<file path="src/logic/hv_io_cfg.svh">
// Holds addresses, widths and reset values of the driver override bank.
// Assumes inclusion by bare name from the package and the design file.
`ifndef HV_IO_CFG_SVH
`define HV_IO_CFG_SVH
`define ADDR_W 8
`define DATA_W 8
`define PINS 8
`define OFS_OL_THRESH 8'h4a
`define OFS_HS_FORCE_OFF 8'h71
`define OFS_LS_FORCE_OFF 8'h72
`define OFS_NV_UNLOCK 8'h7e
`define OFS_NV_STATUS 8'h7f
`define NV_UNLOCK_KEY 8'ha5
`define RST_OL_THRESH 8'h00
`define FACTORY_FORCE_OFF 8'h00
`define ZERO_BYTE 8'h00
`endif

</file>
<file path="src/logic/hv_io_pkg.sv">
// Types for the high-voltage pin override bank.
// Assumes hv_io_cfg.svh on the include path.
`default_nettype none
`include "hv_io_cfg.svh"
package hv_io_pkg;
  typedef struct packed {
    logic [`ADDR_W-1:0] addr;
    logic [`DATA_W-1:0] wdata;
    logic wr;
    logic rd;
  } reg_req_t;
  typedef struct packed {
    logic [`PINS-1:0] hs_req;
    logic [`PINS-1:0] ls_req;
  } drv_req_t;
  typedef enum logic [1:0] {
    NV_LOCKED = 2'b01,
    NV_OPEN = 2'b10
  } nv_state_t;
endpackage
`default_nettype wire

</file>
<file path="src/logic/hv_io_driver_override_config.sv">
// Register bank for pin open-load thresholds and driver force-off bits.
// Assumes a single clock, synchronous reset and a one-cycle register port.
// How it works
// - Pins 8..5 threshold fields, two bits each
// - High-side override 0: pin request passes
// - High-side override 1: high-side driver off
// - High-side bits: pin8 bit7 down to pin1
// - Low-side override 0: pin request passes
// - Low-side override 1: low-side driver off
// - Low-side bits: pin8 bit7, pin4 bit3
// - Override writes need the unlock procedure
// - Low-side pins 3..1 at bits 2..0
//
// The plain strobed port was left to the implementer.
`default_nettype none
`include "hv_io_cfg.svh"
module hv_io_driver_override_config (
  input wire logic clk,
  input wire logic rst,
  input wire hv_io_pkg::reg_req_t req,
  output logic [`DATA_W-1:0] rdata,
  input wire hv_io_pkg::drv_req_t pin_req,
  output logic [`PINS-1:0] hs_drive,
  output logic [`PINS-1:0] ls_drive,
  output logic [2*`PINS/2-1:0] open_load_threshold_sel
);
  import hv_io_pkg::*;

  // ****************************************
  // Register storage
  // ****************************************
  logic [`DATA_W-1:0] ol_thresh_ff;
  logic [`PINS-1:0] hs_force_off_ff;
  logic [`PINS-1:0] ls_force_off_ff;
  nv_state_t nv_state_ff;
  nv_state_t nxt_nv_state;
  logic [`DATA_W-1:0] rdata_ff;
  logic [`DATA_W-1:0] nxt_rdata;
  logic [`PINS-1:0] hs_drive_ff;
  logic [`PINS-1:0] ls_drive_ff;
  logic hs_sel;
  logic ls_sel;
  logic nv_write;

  assign hs_sel = req.wr && (req.addr == `OFS_HS_FORCE_OFF);
  assign ls_sel = req.wr && (req.addr == `OFS_LS_FORCE_OFF);
  assign nv_write = nv_state_ff == NV_OPEN;

  always_ff @(posedge clk) begin
    if (rst) begin
      ol_thresh_ff <= `RST_OL_THRESH;
    end else if (req.wr && req.addr == `OFS_OL_THRESH) begin
      ol_thresh_ff <= req.wdata;
    end
  end

  // ****************************************
  // Restricted write access
  // ****************************************
  always_comb begin
    nxt_nv_state = nv_state_ff;
    case (nv_state_ff)
      NV_LOCKED: begin
        if (req.wr && req.addr == `OFS_NV_UNLOCK && req.wdata == `NV_UNLOCK_KEY) begin
          nxt_nv_state = NV_OPEN;
        end
      end
      NV_OPEN: begin
        if (hs_sel || ls_sel || (req.wr && req.addr == `OFS_NV_UNLOCK)) begin
          nxt_nv_state = NV_LOCKED;
        end
      end
      default: nxt_nv_state = NV_LOCKED;
    endcase
  end

  always_ff @(posedge clk) begin
    if (rst) begin
      nv_state_ff <= NV_LOCKED;
    end else begin
      nv_state_ff <= nxt_nv_state;
    end
  end

  // Overrides from factory preset, changed only when unlocked
  always_ff @(posedge clk) begin
    if (rst) begin
      hs_force_off_ff <= `FACTORY_FORCE_OFF;
      ls_force_off_ff <= `FACTORY_FORCE_OFF;
    end else begin
      if (hs_sel && nv_write) begin
        hs_force_off_ff <= req.wdata;
      end
      if (ls_sel && nv_write) begin
        ls_force_off_ff <= req.wdata;
      end
    end
  end

  // ****************************************
  // Driver gating
  // ****************************************
  always_ff @(posedge clk) begin
    if (rst) begin
      hs_drive_ff <= `ZERO_BYTE;
      ls_drive_ff <= `ZERO_BYTE;
    end else begin
      hs_drive_ff <= pin_req.hs_req & ~hs_force_off_ff;
      ls_drive_ff <= pin_req.ls_req & ~ls_force_off_ff;
    end
  end

  assign hs_drive = hs_drive_ff;
  assign ls_drive = ls_drive_ff;
  assign open_load_threshold_sel = ol_thresh_ff;

  // ****************************************
  // Read port
  // ****************************************
  always_comb begin
    nxt_rdata = `ZERO_BYTE;
    if (req.rd) begin
      case (req.addr)
        `OFS_OL_THRESH: nxt_rdata = ol_thresh_ff;
        `OFS_HS_FORCE_OFF: nxt_rdata = hs_force_off_ff;
        `OFS_LS_FORCE_OFF: nxt_rdata = ls_force_off_ff;
        `OFS_NV_STATUS: nxt_rdata = {{(`DATA_W-1){1'b0}}, nv_write};
        default: nxt_rdata = `ZERO_BYTE;
      endcase
    end
  end

  always_ff @(posedge clk) begin
    if (rst) begin
      rdata_ff <= `ZERO_BYTE;
    end else begin
      rdata_ff <= nxt_rdata;
    end
  end

  assign rdata = rdata_ff;

  // ****************************************
  // Checks
  // ****************************************
  AST_THRESH_WRITE: assert property (@(posedge clk) disable iff (rst)
    req.wr && req.addr == `OFS_OL_THRESH |=> open_load_threshold_sel == $past(req.wdata))
    else $error("threshold write lost");
  AST_HS_PASS: assert property (@(posedge clk) disable iff (rst)
    !hs_force_off_ff[0] && pin_req.hs_req[0] && $stable(hs_force_off_ff) |=> hs_drive[0])
    else $error("high-side request blocked");
  AST_HS_OFF: assert property (@(posedge clk) disable iff (rst)
    hs_force_off_ff[7] && $stable(hs_force_off_ff) |=> !hs_drive[7])
    else $error("high-side not forced off");
  AST_HS_MAP: assert property (@(posedge clk) disable iff (rst)
    hs_sel && nv_write |=> hs_force_off_ff == $past(req.wdata))
    else $error("high-side map wrong");
  AST_LS_PASS: assert property (@(posedge clk) disable iff (rst)
    !ls_force_off_ff[3] && pin_req.ls_req[3] && $stable(ls_force_off_ff) |=> ls_drive[3])
    else $error("low-side request blocked");
  AST_LS_OFF: assert property (@(posedge clk) disable iff (rst)
    ls_force_off_ff[0] && $stable(ls_force_off_ff) |=> !ls_drive[0])
    else $error("low-side not forced off");
  AST_LS_MAP: assert property (@(posedge clk) disable iff (rst)
    ls_sel && nv_write |=> ls_force_off_ff[3] == $past(req.wdata[3]))
    else $error("low-side pin4 map wrong");
  AST_LS_LOW: assert property (@(posedge clk) disable iff (rst)
    ls_sel && nv_write |=> ls_force_off_ff[2:0] == $past(req.wdata[2:0]))
    else $error("low-side pins 3..1 map wrong");
  AST_LOCKED: assert property (@(posedge clk) disable iff (rst)
    (hs_sel || ls_sel) && !nv_write |=> $stable(hs_force_off_ff) && $stable(ls_force_off_ff))
    else $error("locked override changed");
  AST_FACTORY: assert property (@(posedge clk)
    $past(rst) |-> hs_force_off_ff == `FACTORY_FORCE_OFF && ls_force_off_ff == `FACTORY_FORCE_OFF)
    else $error("override not factory zero");
  AST_RDATA: assert property (@(posedge clk) disable iff (rst)
    req.rd && req.addr == `OFS_HS_FORCE_OFF |=> rdata == $past(hs_force_off_ff))
    else $error("read data wrong");
  AST_HS_OFF_P1: assert property (@(posedge clk) disable iff (rst)
    hs_force_off_ff[0] |=> !hs_drive[0])
    else $error("pin1 high-side not forced off");
  AST_HS_OFF_P2: assert property (@(posedge clk) disable iff (rst)
    hs_force_off_ff[1] |=> !hs_drive[1])
    else $error("pin2 high-side not forced off");
  AST_HS_OFF_P3: assert property (@(posedge clk) disable iff (rst)
    hs_force_off_ff[2] |=> !hs_drive[2])
    else $error("pin3 high-side not forced off");
  AST_HS_OFF_P4: assert property (@(posedge clk) disable iff (rst)
    hs_force_off_ff[3] |=> !hs_drive[3])
    else $error("pin4 high-side not forced off");
  AST_HS_OFF_P5: assert property (@(posedge clk) disable iff (rst)
    hs_force_off_ff[4] |=> !hs_drive[4])
    else $error("pin5 high-side not forced off");
  AST_HS_OFF_P6: assert property (@(posedge clk) disable iff (rst)
    hs_force_off_ff[5] |=> !hs_drive[5])
    else $error("pin6 high-side not forced off");
  AST_HS_OFF_P7: assert property (@(posedge clk) disable iff (rst)
    hs_force_off_ff[6] |=> !hs_drive[6])
    else $error("pin7 high-side not forced off");
  AST_LS_OFF_P2: assert property (@(posedge clk) disable iff (rst)
    ls_force_off_ff[1] |=> !ls_drive[1])
    else $error("pin2 low-side not forced off");
  AST_LS_OFF_P3: assert property (@(posedge clk) disable iff (rst)
    ls_force_off_ff[2] |=> !ls_drive[2])
    else $error("pin3 low-side not forced off");
  AST_LS_OFF_P4: assert property (@(posedge clk) disable iff (rst)
    ls_force_off_ff[3] |=> !ls_drive[3])
    else $error("pin4 low-side not forced off");
  AST_LS_OFF_P5: assert property (@(posedge clk) disable iff (rst)
    ls_force_off_ff[4] |=> !ls_drive[4])
    else $error("pin5 low-side not forced off");
  AST_LS_OFF_P6: assert property (@(posedge clk) disable iff (rst)
    ls_force_off_ff[5] |=> !ls_drive[5])
    else $error("pin6 low-side not forced off");
  AST_LS_OFF_P7: assert property (@(posedge clk) disable iff (rst)
    ls_force_off_ff[6] |=> !ls_drive[6])
    else $error("pin7 low-side not forced off");
  AST_LS_OFF_P8: assert property (@(posedge clk) disable iff (rst)
    ls_force_off_ff[7] |=> !ls_drive[7])
    else $error("pin8 low-side not forced off");
  AST_HS_PASS_P2: assert property (@(posedge clk) disable iff (rst)
    !hs_force_off_ff[1] && pin_req.hs_req[1] |=> hs_drive[1])
    else $error("pin2 high-side request blocked");
  AST_HS_PASS_P3: assert property (@(posedge clk) disable iff (rst)
    !hs_force_off_ff[2] && pin_req.hs_req[2] |=> hs_drive[2])
    else $error("pin3 high-side request blocked");
  AST_HS_PASS_P4: assert property (@(posedge clk) disable iff (rst)
    !hs_force_off_ff[3] && pin_req.hs_req[3] |=> hs_drive[3])
    else $error("pin4 high-side request blocked");
  AST_HS_PASS_P5: assert property (@(posedge clk) disable iff (rst)
    !hs_force_off_ff[4] && pin_req.hs_req[4] |=> hs_drive[4])
    else $error("pin5 high-side request blocked");
  AST_HS_PASS_P6: assert property (@(posedge clk) disable iff (rst)
    !hs_force_off_ff[5] && pin_req.hs_req[5] |=> hs_drive[5])
    else $error("pin6 high-side request blocked");
  AST_HS_PASS_P7: assert property (@(posedge clk) disable iff (rst)
    !hs_force_off_ff[6] && pin_req.hs_req[6] |=> hs_drive[6])
    else $error("pin7 high-side request blocked");
  AST_HS_PASS_P8: assert property (@(posedge clk) disable iff (rst)
    !hs_force_off_ff[7] && pin_req.hs_req[7] |=> hs_drive[7])
    else $error("pin8 high-side request blocked");
  AST_LS_PASS_P1: assert property (@(posedge clk) disable iff (rst)
    !ls_force_off_ff[0] && pin_req.ls_req[0] |=> ls_drive[0])
    else $error("pin1 low-side request blocked");
  AST_LS_PASS_P2: assert property (@(posedge clk) disable iff (rst)
    !ls_force_off_ff[1] && pin_req.ls_req[1] |=> ls_drive[1])
    else $error("pin2 low-side request blocked");
  AST_LS_PASS_P3: assert property (@(posedge clk) disable iff (rst)
    !ls_force_off_ff[2] && pin_req.ls_req[2] |=> ls_drive[2])
    else $error("pin3 low-side request blocked");
  AST_LS_PASS_P5: assert property (@(posedge clk) disable iff (rst)
    !ls_force_off_ff[4] && pin_req.ls_req[4] |=> ls_drive[4])
    else $error("pin5 low-side request blocked");
  AST_LS_PASS_P6: assert property (@(posedge clk) disable iff (rst)
    !ls_force_off_ff[5] && pin_req.ls_req[5] |=> ls_drive[5])
    else $error("pin6 low-side request blocked");
  AST_LS_PASS_P7: assert property (@(posedge clk) disable iff (rst)
    !ls_force_off_ff[6] && pin_req.ls_req[6] |=> ls_drive[6])
    else $error("pin7 low-side request blocked");
  AST_LS_PASS_P8: assert property (@(posedge clk) disable iff (rst)
    !ls_force_off_ff[7] && pin_req.ls_req[7] |=> ls_drive[7])
    else $error("pin8 low-side request blocked");
  AST_OLT_P8: assert property (@(posedge clk) disable iff (rst)
    req.wr && req.addr == `OFS_OL_THRESH |=> open_load_threshold_sel[7:6] == $past(req.wdata[7:6]))
    else $error("pin8 threshold field wrong");
  AST_OLT_P7: assert property (@(posedge clk) disable iff (rst)
    req.wr && req.addr == `OFS_OL_THRESH |=> open_load_threshold_sel[5:4] == $past(req.wdata[5:4]))
    else $error("pin7 threshold field wrong");
  AST_OLT_P6: assert property (@(posedge clk) disable iff (rst)
    req.wr && req.addr == `OFS_OL_THRESH |=> open_load_threshold_sel[3:2] == $past(req.wdata[3:2]))
    else $error("pin6 threshold field wrong");
  AST_OLT_P5: assert property (@(posedge clk) disable iff (rst)
    req.wr && req.addr == `OFS_OL_THRESH |=> open_load_threshold_sel[1:0] == $past(req.wdata[1:0]))
    else $error("pin5 threshold field wrong");
  AST_LS_READ: assert property (@(posedge clk) disable iff (rst)
    req.rd && req.addr == `OFS_LS_FORCE_OFF |=> rdata == $past(ls_force_off_ff))
    else $error("low-side read data wrong");
  AST_OLT_READ: assert property (@(posedge clk) disable iff (rst)
    req.rd && req.addr == `OFS_OL_THRESH |=> rdata == $past(ol_thresh_ff))
    else $error("threshold read data wrong");
  AST_STATUS_READ: assert property (@(posedge clk) disable iff (rst)
    req.rd && req.addr == `OFS_NV_STATUS |=> rdata[0] == $past(nv_write))
    else $error("status read data wrong");
  AST_IDLE_READ: assert property (@(posedge clk) disable iff (rst)
    !req.rd |=> rdata == `ZERO_BYTE)
    else $error("read data not idle zero");
  AST_UNLOCK: assert property (@(posedge clk) disable iff (rst)
    !nv_write && req.wr && req.addr == `OFS_NV_UNLOCK && req.wdata == `NV_UNLOCK_KEY |=> nv_write)
    else $error("unlock key not accepted");
  AST_RELOCK: assert property (@(posedge clk) disable iff (rst)
    nv_write && (hs_sel || ls_sel) |=> !nv_write)
    else $error("override write did not relock");

  // ****************************************
  // Coverage
  // ****************************************
  COV_UNLOCK_WRITE: cover property (@(posedge clk) disable iff (rst) hs_sel && nv_write);
  COV_LOCKED_WRITE: cover property (@(posedge clk) disable iff (rst) ls_sel && !nv_write);
  COV_FORCED: cover property (@(posedge clk) disable iff (rst)
    |(pin_req.hs_req & hs_force_off_ff));
  COV_THRESH_WRITE: cover property (@(posedge clk) disable iff (rst)
    req.wr && req.addr == `OFS_OL_THRESH);
endmodule
`default_nettype wire

</file>
<file path="config.mk">
export PLATFORM = sky130hd
export DESIGN_NAME = hv_io_driver_override_config
export DESIGN_NICKNAME = d
export VERILOG_FILES = /design/src/logic/hv_io_pkg.sv /design/src/logic/hv_io_driver_override_config.sv
export VERILOG_INCLUDE_DIRS = /design/src /design/src/logic
export SDC_FILE = /design/constraint.sdc
export NUM_CORES = 1
export LEC_CHECK = 0
export BUFFER_PORTS_ARGS = -buffer_cell sky130_fd_sc_hd__buf_4
export CAP_MARGIN = 5
export CORE_UTILIZATION = 46
export CTS_BUF_LIST = sky130_fd_sc_hd__clkbuf_8
export DETAILED_ROUTE_END_ITERATION = 6
export HOLD_SLACK_MARGIN = 0.03
export MAX_ROUTING_LAYER = met4
export PLACE_DENSITY = 0.74
export RECOVER_POWER = 100
export SLEW_MARGIN = 30
export SYNTH_ARGS = -nofsm -noshare
export SYNTH_HDL_FRONTEND = slang
export SYNTH_SLANG_ARGS = --single-unit
export TNS_END_PERCENT = 30
</file>
<file path="constraint.sdc">
create_clock -name clk -period 1.4 [get_ports clk]
set_input_delay 0.07 -clock clk [delete_from_list [all_inputs] [get_ports clk]]
set_output_delay 0.07 -clock clk [all_outputs]
set_load 0.01 [all_outputs]
</file>
=== Yosys cells after proc, flatten, opt, wreduce, memory -nomap -nowiden ===
Index checks and enable logic that the tools add are counted.

* Flip-flop bits (word level): 50
* Bits in latches: 0
* RAM bits: 0
* Memory bits (read-only): 0
* Input port bits: 36
* Output and inout port bits: 32
* Logic and storage cells: 37
* Memories kept: 0

* $add $sub $neg: 0
* Multipliers: 0
* Divide/modulo/power cells: 0
* $lt $le $gt $ge: 0
* Equal/unequal tests: 10
* Shift operators: 0
* Multiplexer cells: 4
* Bitwise logic cells: 5
* Reductions and logical operators: 11

{| class="wikitable"
|+ Operators with widths
! cell !! count
|-
| equality test 8 x 7 -> 1 bit, second input constant || 5
|-
| one-hot mux 8 bit (4 select lines) || 1
|-
| bitwise AND 8 bit || 2
|-
| inverter 8 bit || 2
|-
| equality test 8 bit, second input constant || 1
|-
| logical AND 1 bit || 7
|-
| two-way mux 2 bit || 2
|-
| one-hot mux 2 bit (2 select lines) || 1
|-
| equality test 2 x 1 -> 1 bit, second input constant || 1
|-
| equality test 2 bit, second input constant || 1
|-
| logical OR 1 bit || 2
|-
| != test 2 x 1 -> 1 bit, second input constant || 1
|-
| != test 2 bit, second input constant || 1
|-
| AND reduction 2 bit || 1
|-
| OR reduction 2 bit || 1
|-
| inverter 1 bit || 1
|}

=== Depth between registers and ports, before layout ===
* Word-level depth: 6
* Gate-level depth with buffers: 6
* Gate-level depth less buffers: 4

=== Worst setup path before layout ===
No wires, ideal clock.

* Path kind: input to register
* Start: in req[12] in the netlist's numbering
* End: reg ol_thresh_ff[1] (netlist: open_load_threshold_sel[1])
* Library setup time: 128 ps
* Data arrival time: 1,418 ps
* Data required time: 1,272 ps
* Setup slack: -146 ps
* Stages on the path: 6
* Path buffers: 2
* Path through: buf_6 or4b_1 or4_1 buf_6 mux2i_1 nor2_1

* Longest elaborated chain between the ends: 2

{| class="wikitable"
|+ Ends and longest elaborated chain
! item !! RTL line !! source
|-
| start, declared || hv_io_driver_override_config.sv:20 || <nowiki>input wire hv_io_pkg::reg_req_t req,</nowiki>
|-
| equality test 8 x 7 -> 1 bit || - ||
|-
| logical AND 1 bit (no source line) || - ||
|-
| end signal, assigned || hv_io_driver_override_config.sv:51 || <nowiki>ol_thresh_ff <= `RST_OL_THRESH;</nowiki>
|-
| end signal, assigned || hv_io_driver_override_config.sv:53 || <nowiki>ol_thresh_ff <= req.wdata;</nowiki>
|-
| end, declared || hv_io_driver_override_config.sv:32 || <nowiki>logic [`DATA_W-1:0] ol_thresh_ff;</nowiki>
|}

No other way between the ends.
A chain may end at the register's enable or synchronous reset.

=== Final worst setup path ===
* Start: in req[15] in the netlist's numbering
* End: reg ol_thresh_ff[7] (netlist: open_load_threshold_sel[7])

The elaborated chain is that of the path after synthesis.

==> metrics.md <==
| Metric | Value |
|---|---|
| Slew Viols, Final | 0 |
| Post-CTS setup buffer count | 0 |
| Met3 GRT Util | 4.281% |
| First-pass GRT wire length | 7238 um |
| Largest net degree at the start of global routing | 25 |
| Clock Skews | 0.007682 ns |
| Largest family of logic cells by synthesized area | simple AND/OR/NAND/NOR gates |
| Routed WL | 4665 um |
| Core ar. | 0.004029 mm2 |
| Num rows | 23 |
| Initial antenna violation count | 0 |
| Layout Area Growth over Synthesis | 37.03% |
| Seq cells post-synth | 50 |
| Gr usage total | 22.56% |
| Leak | 0.001177 uW |
| Hold_ws | 0.03313 ns |
| Number of buffers on the longest clock path | 2 |
| Area contributors post-synth | dfxtp_1 52%, mux2i_1 12%, nor3b_1 6.2%, nor2_1 6.0%, a22o_1 3.2% |
| RSZ-0062 raised after global routing | no |
| Delay-heaviest family, CP | simple AND/OR/NAND/NOR gates |
| Mean Syn Cell Area | 10.66 um2 |
| Simple-gate portion of the synthesized area | 23.81% |
| Fin crit share | 92.81% |
| Vias per cell | 5.244 |
| # IOs | 68 |
| Xor-xnor portion of the synthesized cell area | 0% |
| Fin crit period | 1.299 ns |
| Die Width | 66.93 um |
| Post-Synthesis Cells | 182 |
| Synthesized area | 0.001939 mm2 |
| Remaining antenna violation count | 0 |
| Area fraction of the dominant cell type after synthesis | 51.61% |
| CTS Root Buffer Type | clkbuf_8 |
| CP Launch Type | input port |
| Status | complete, no violations |
| Synth area leader | dfxtp_1 |
| Post-synthesis mux area share | 11.87% |
| Via count | 1,678 |
| Slew Limit Headroom | 71.98% |
| CP arrival | 1.49 ns |
| Slew at the pin closest to its max-slew limit | 0.4097 ns |
| Final hold viol count | 0 |
| Yosys cell types | 36 |
| Total congestion overflow | 0 |
| WL/cell | 14.58 um |
| Crit Path Max Fanout | 8 |
| CP bufs+invs | 1 |
| Seq/Total Area, Yosys | 51.61% |
| Antenna cell count | 0 |
| Most frequent cells in the layout | 50 x dfxtp_1, 41 x buf_4, 33 x clkbuf_1 |
| Met1 Resource Use GR | 28.87% |
| Met2 Use GR | 35.35% |
| Die area | 0.004480 mm2 |
| Gr busiest metal | met2 |
| Critical Path RT | 1.59 ns |
| CP max-delay cell | or4b_4 |
| Num CTS Buffers | 5 |
| Post-synthesis compound-gate area fraction | 9.290% |
| Nets | 306 |
| Kind of critical path | in -> reg |
| Maxcap violations | 0 |
| CTS HTree Levels | 2 |
| Residual DRC | 0 |
| Post-DP HPWL | 3237 um |
| Clock-pin transition on the worst setup and hold timing paths | 0.09 ns |
| Pwr Total | 2714 uW |
| Clock Latency Late Sink | 0.30 ns |
| 1st-iter DRT viols | 83 |
| Kind of end point of the critical path | flip-flop |
| Hold Crit Class | in -> reg |
| Worst path cell trace | clkbuf_1, or4b_4, or4_4, mux2i_1, nor2_1 |
| Maximum clock rate | 0.7696 GHz |
| Syn_nets | 218 |
| P per Cell Area | 1021 mW/mm2 |
| Clock sink count | 50 |
| Die height | 66.93 um |
| Vias in the first global route | 1,568 |
| Initial Utilization | 48.14% |
| I/O Buffers | 67 |
| Routability cong. | 0.7816 |
| YS warnings | 0 |
| Most common cell after layout, fill and taps aside | dfxtp_1 |
| Drt first pass iters | 4 |
| Layout cells sized above 1 | 25.93% |
| Worst ir drop on vdd | 957.1 uV |
| CTS tree | built |
| Synth Area in Adders | 0% |
| Final setup viols | 0 |
| Largest stage delay, worst path | 0.54 ns |
## power breakdown
group | switching, uW | internal (uW) | total (uW) | leakage [uW]
clock | 447 | 572 | 1020 | 0.0000573
sequential | 5.88 | 1450 | 1450 | 0.000407
combinational | 109 | 135 | 244 | 0.000713
## per-layer routing
metal	share of wire (%)	vias to the layer above
met2	47	59
met1	45	779
met4	1.3	0
met5	0	-
met3	6.7	6
li1	-	834
## final timing paths
check | start | endpoint | slack [ns] | cells past startpoint
setup / recovery | req[15] | open_load_threshold_sel[7] | 0.10 | 5
hold / removal | req[8] | hs_force_off_ff[6] | 0.03 | 3
setup reg to reg | nv_state_ff[1] | ls_force_off_ff[1] | 0.13 | 5
hold reg to reg | ls_force_off_ff[5] | ls_drive[5] | 0.46 | 1
## metrics by stage
stage	cell area, um2	setup TNS [ns]	utilization [%]	setup slack [ns]	cells
after floorplan	1951	-3.094	-	-0.1317	182
after global routing	2658	0	65.96	0.01083	320
after detailed placement	2585	-2.529	64.16	-0.2168	305
after global placement	2585	-2.222	64.16	-0.1873	305
after CTS	2778	0	68.94	0.04875	320
final	2658	0	65.96	0.1006	320
## sequential cells by signal, summed over array words and instances (netlist names)
signal,flops
hs_force_off_ff,8
ls_drive,8
nv_state_ff,2
open_load_threshold_sel,8
hs_drive,8
ls_force_off_ff,8
rdata,8
## what timing repair did
action | 4_1_cts | 5_1_grt
setup endpoints to repair | 0 | 1
resized for setup | 0 | 3
hold endpoints to repair | 10 | 0
hold buffers | 8 | 0
## synth_stat cells, drive strengths merged
cell,instances
and4b,1
nand4b,2
or4,1
o41a,1
a311o,1
o41ai,1
nor2b,2
dfxtp,50
inv,1
a31oi,1
nor3,2
a22o,7
o21ai,1
nand3b,3
nor3b,16
clkbuf,9
nand3,2
buf,3
nor4bb,1
nand2b,1
a211oi,1
a2111oi,1
mux2i,23
a22oi,7
nand2,2
nor4b,3
nor2,31
or4b,3
a21oi,1
nand4,4
## logic make-up (layout without fill, tap and decap cells)
kind of cell | after synthesis | in the layout
buf+inv | 13 | 101
simple gates | 74 | 74
compound gates | 22 | 22
flops | 50 | 50
mux | 23 | 23
## area by class of cell
type	count	area [um2]
sequential	50	1001
inverter	1	3.754
fill	366	1371
clock buffer	6	82.58
tap	50	62.56
multi-input combinational	119	890.9
timing repair buffer	93	586.8
clock inverter	1	30.03
## worst reg2reg max path: cells and delay by family (launching register included)
kind / cells / cell delay (ns)
AND/OR/NAND/NOR: 3 / 0.42
flip-flops: 1 / 0.40
multiplexers: 1 / 0.15
buffers and inverters: 1 / 0.21
Power figures use the tool's default switching activity.
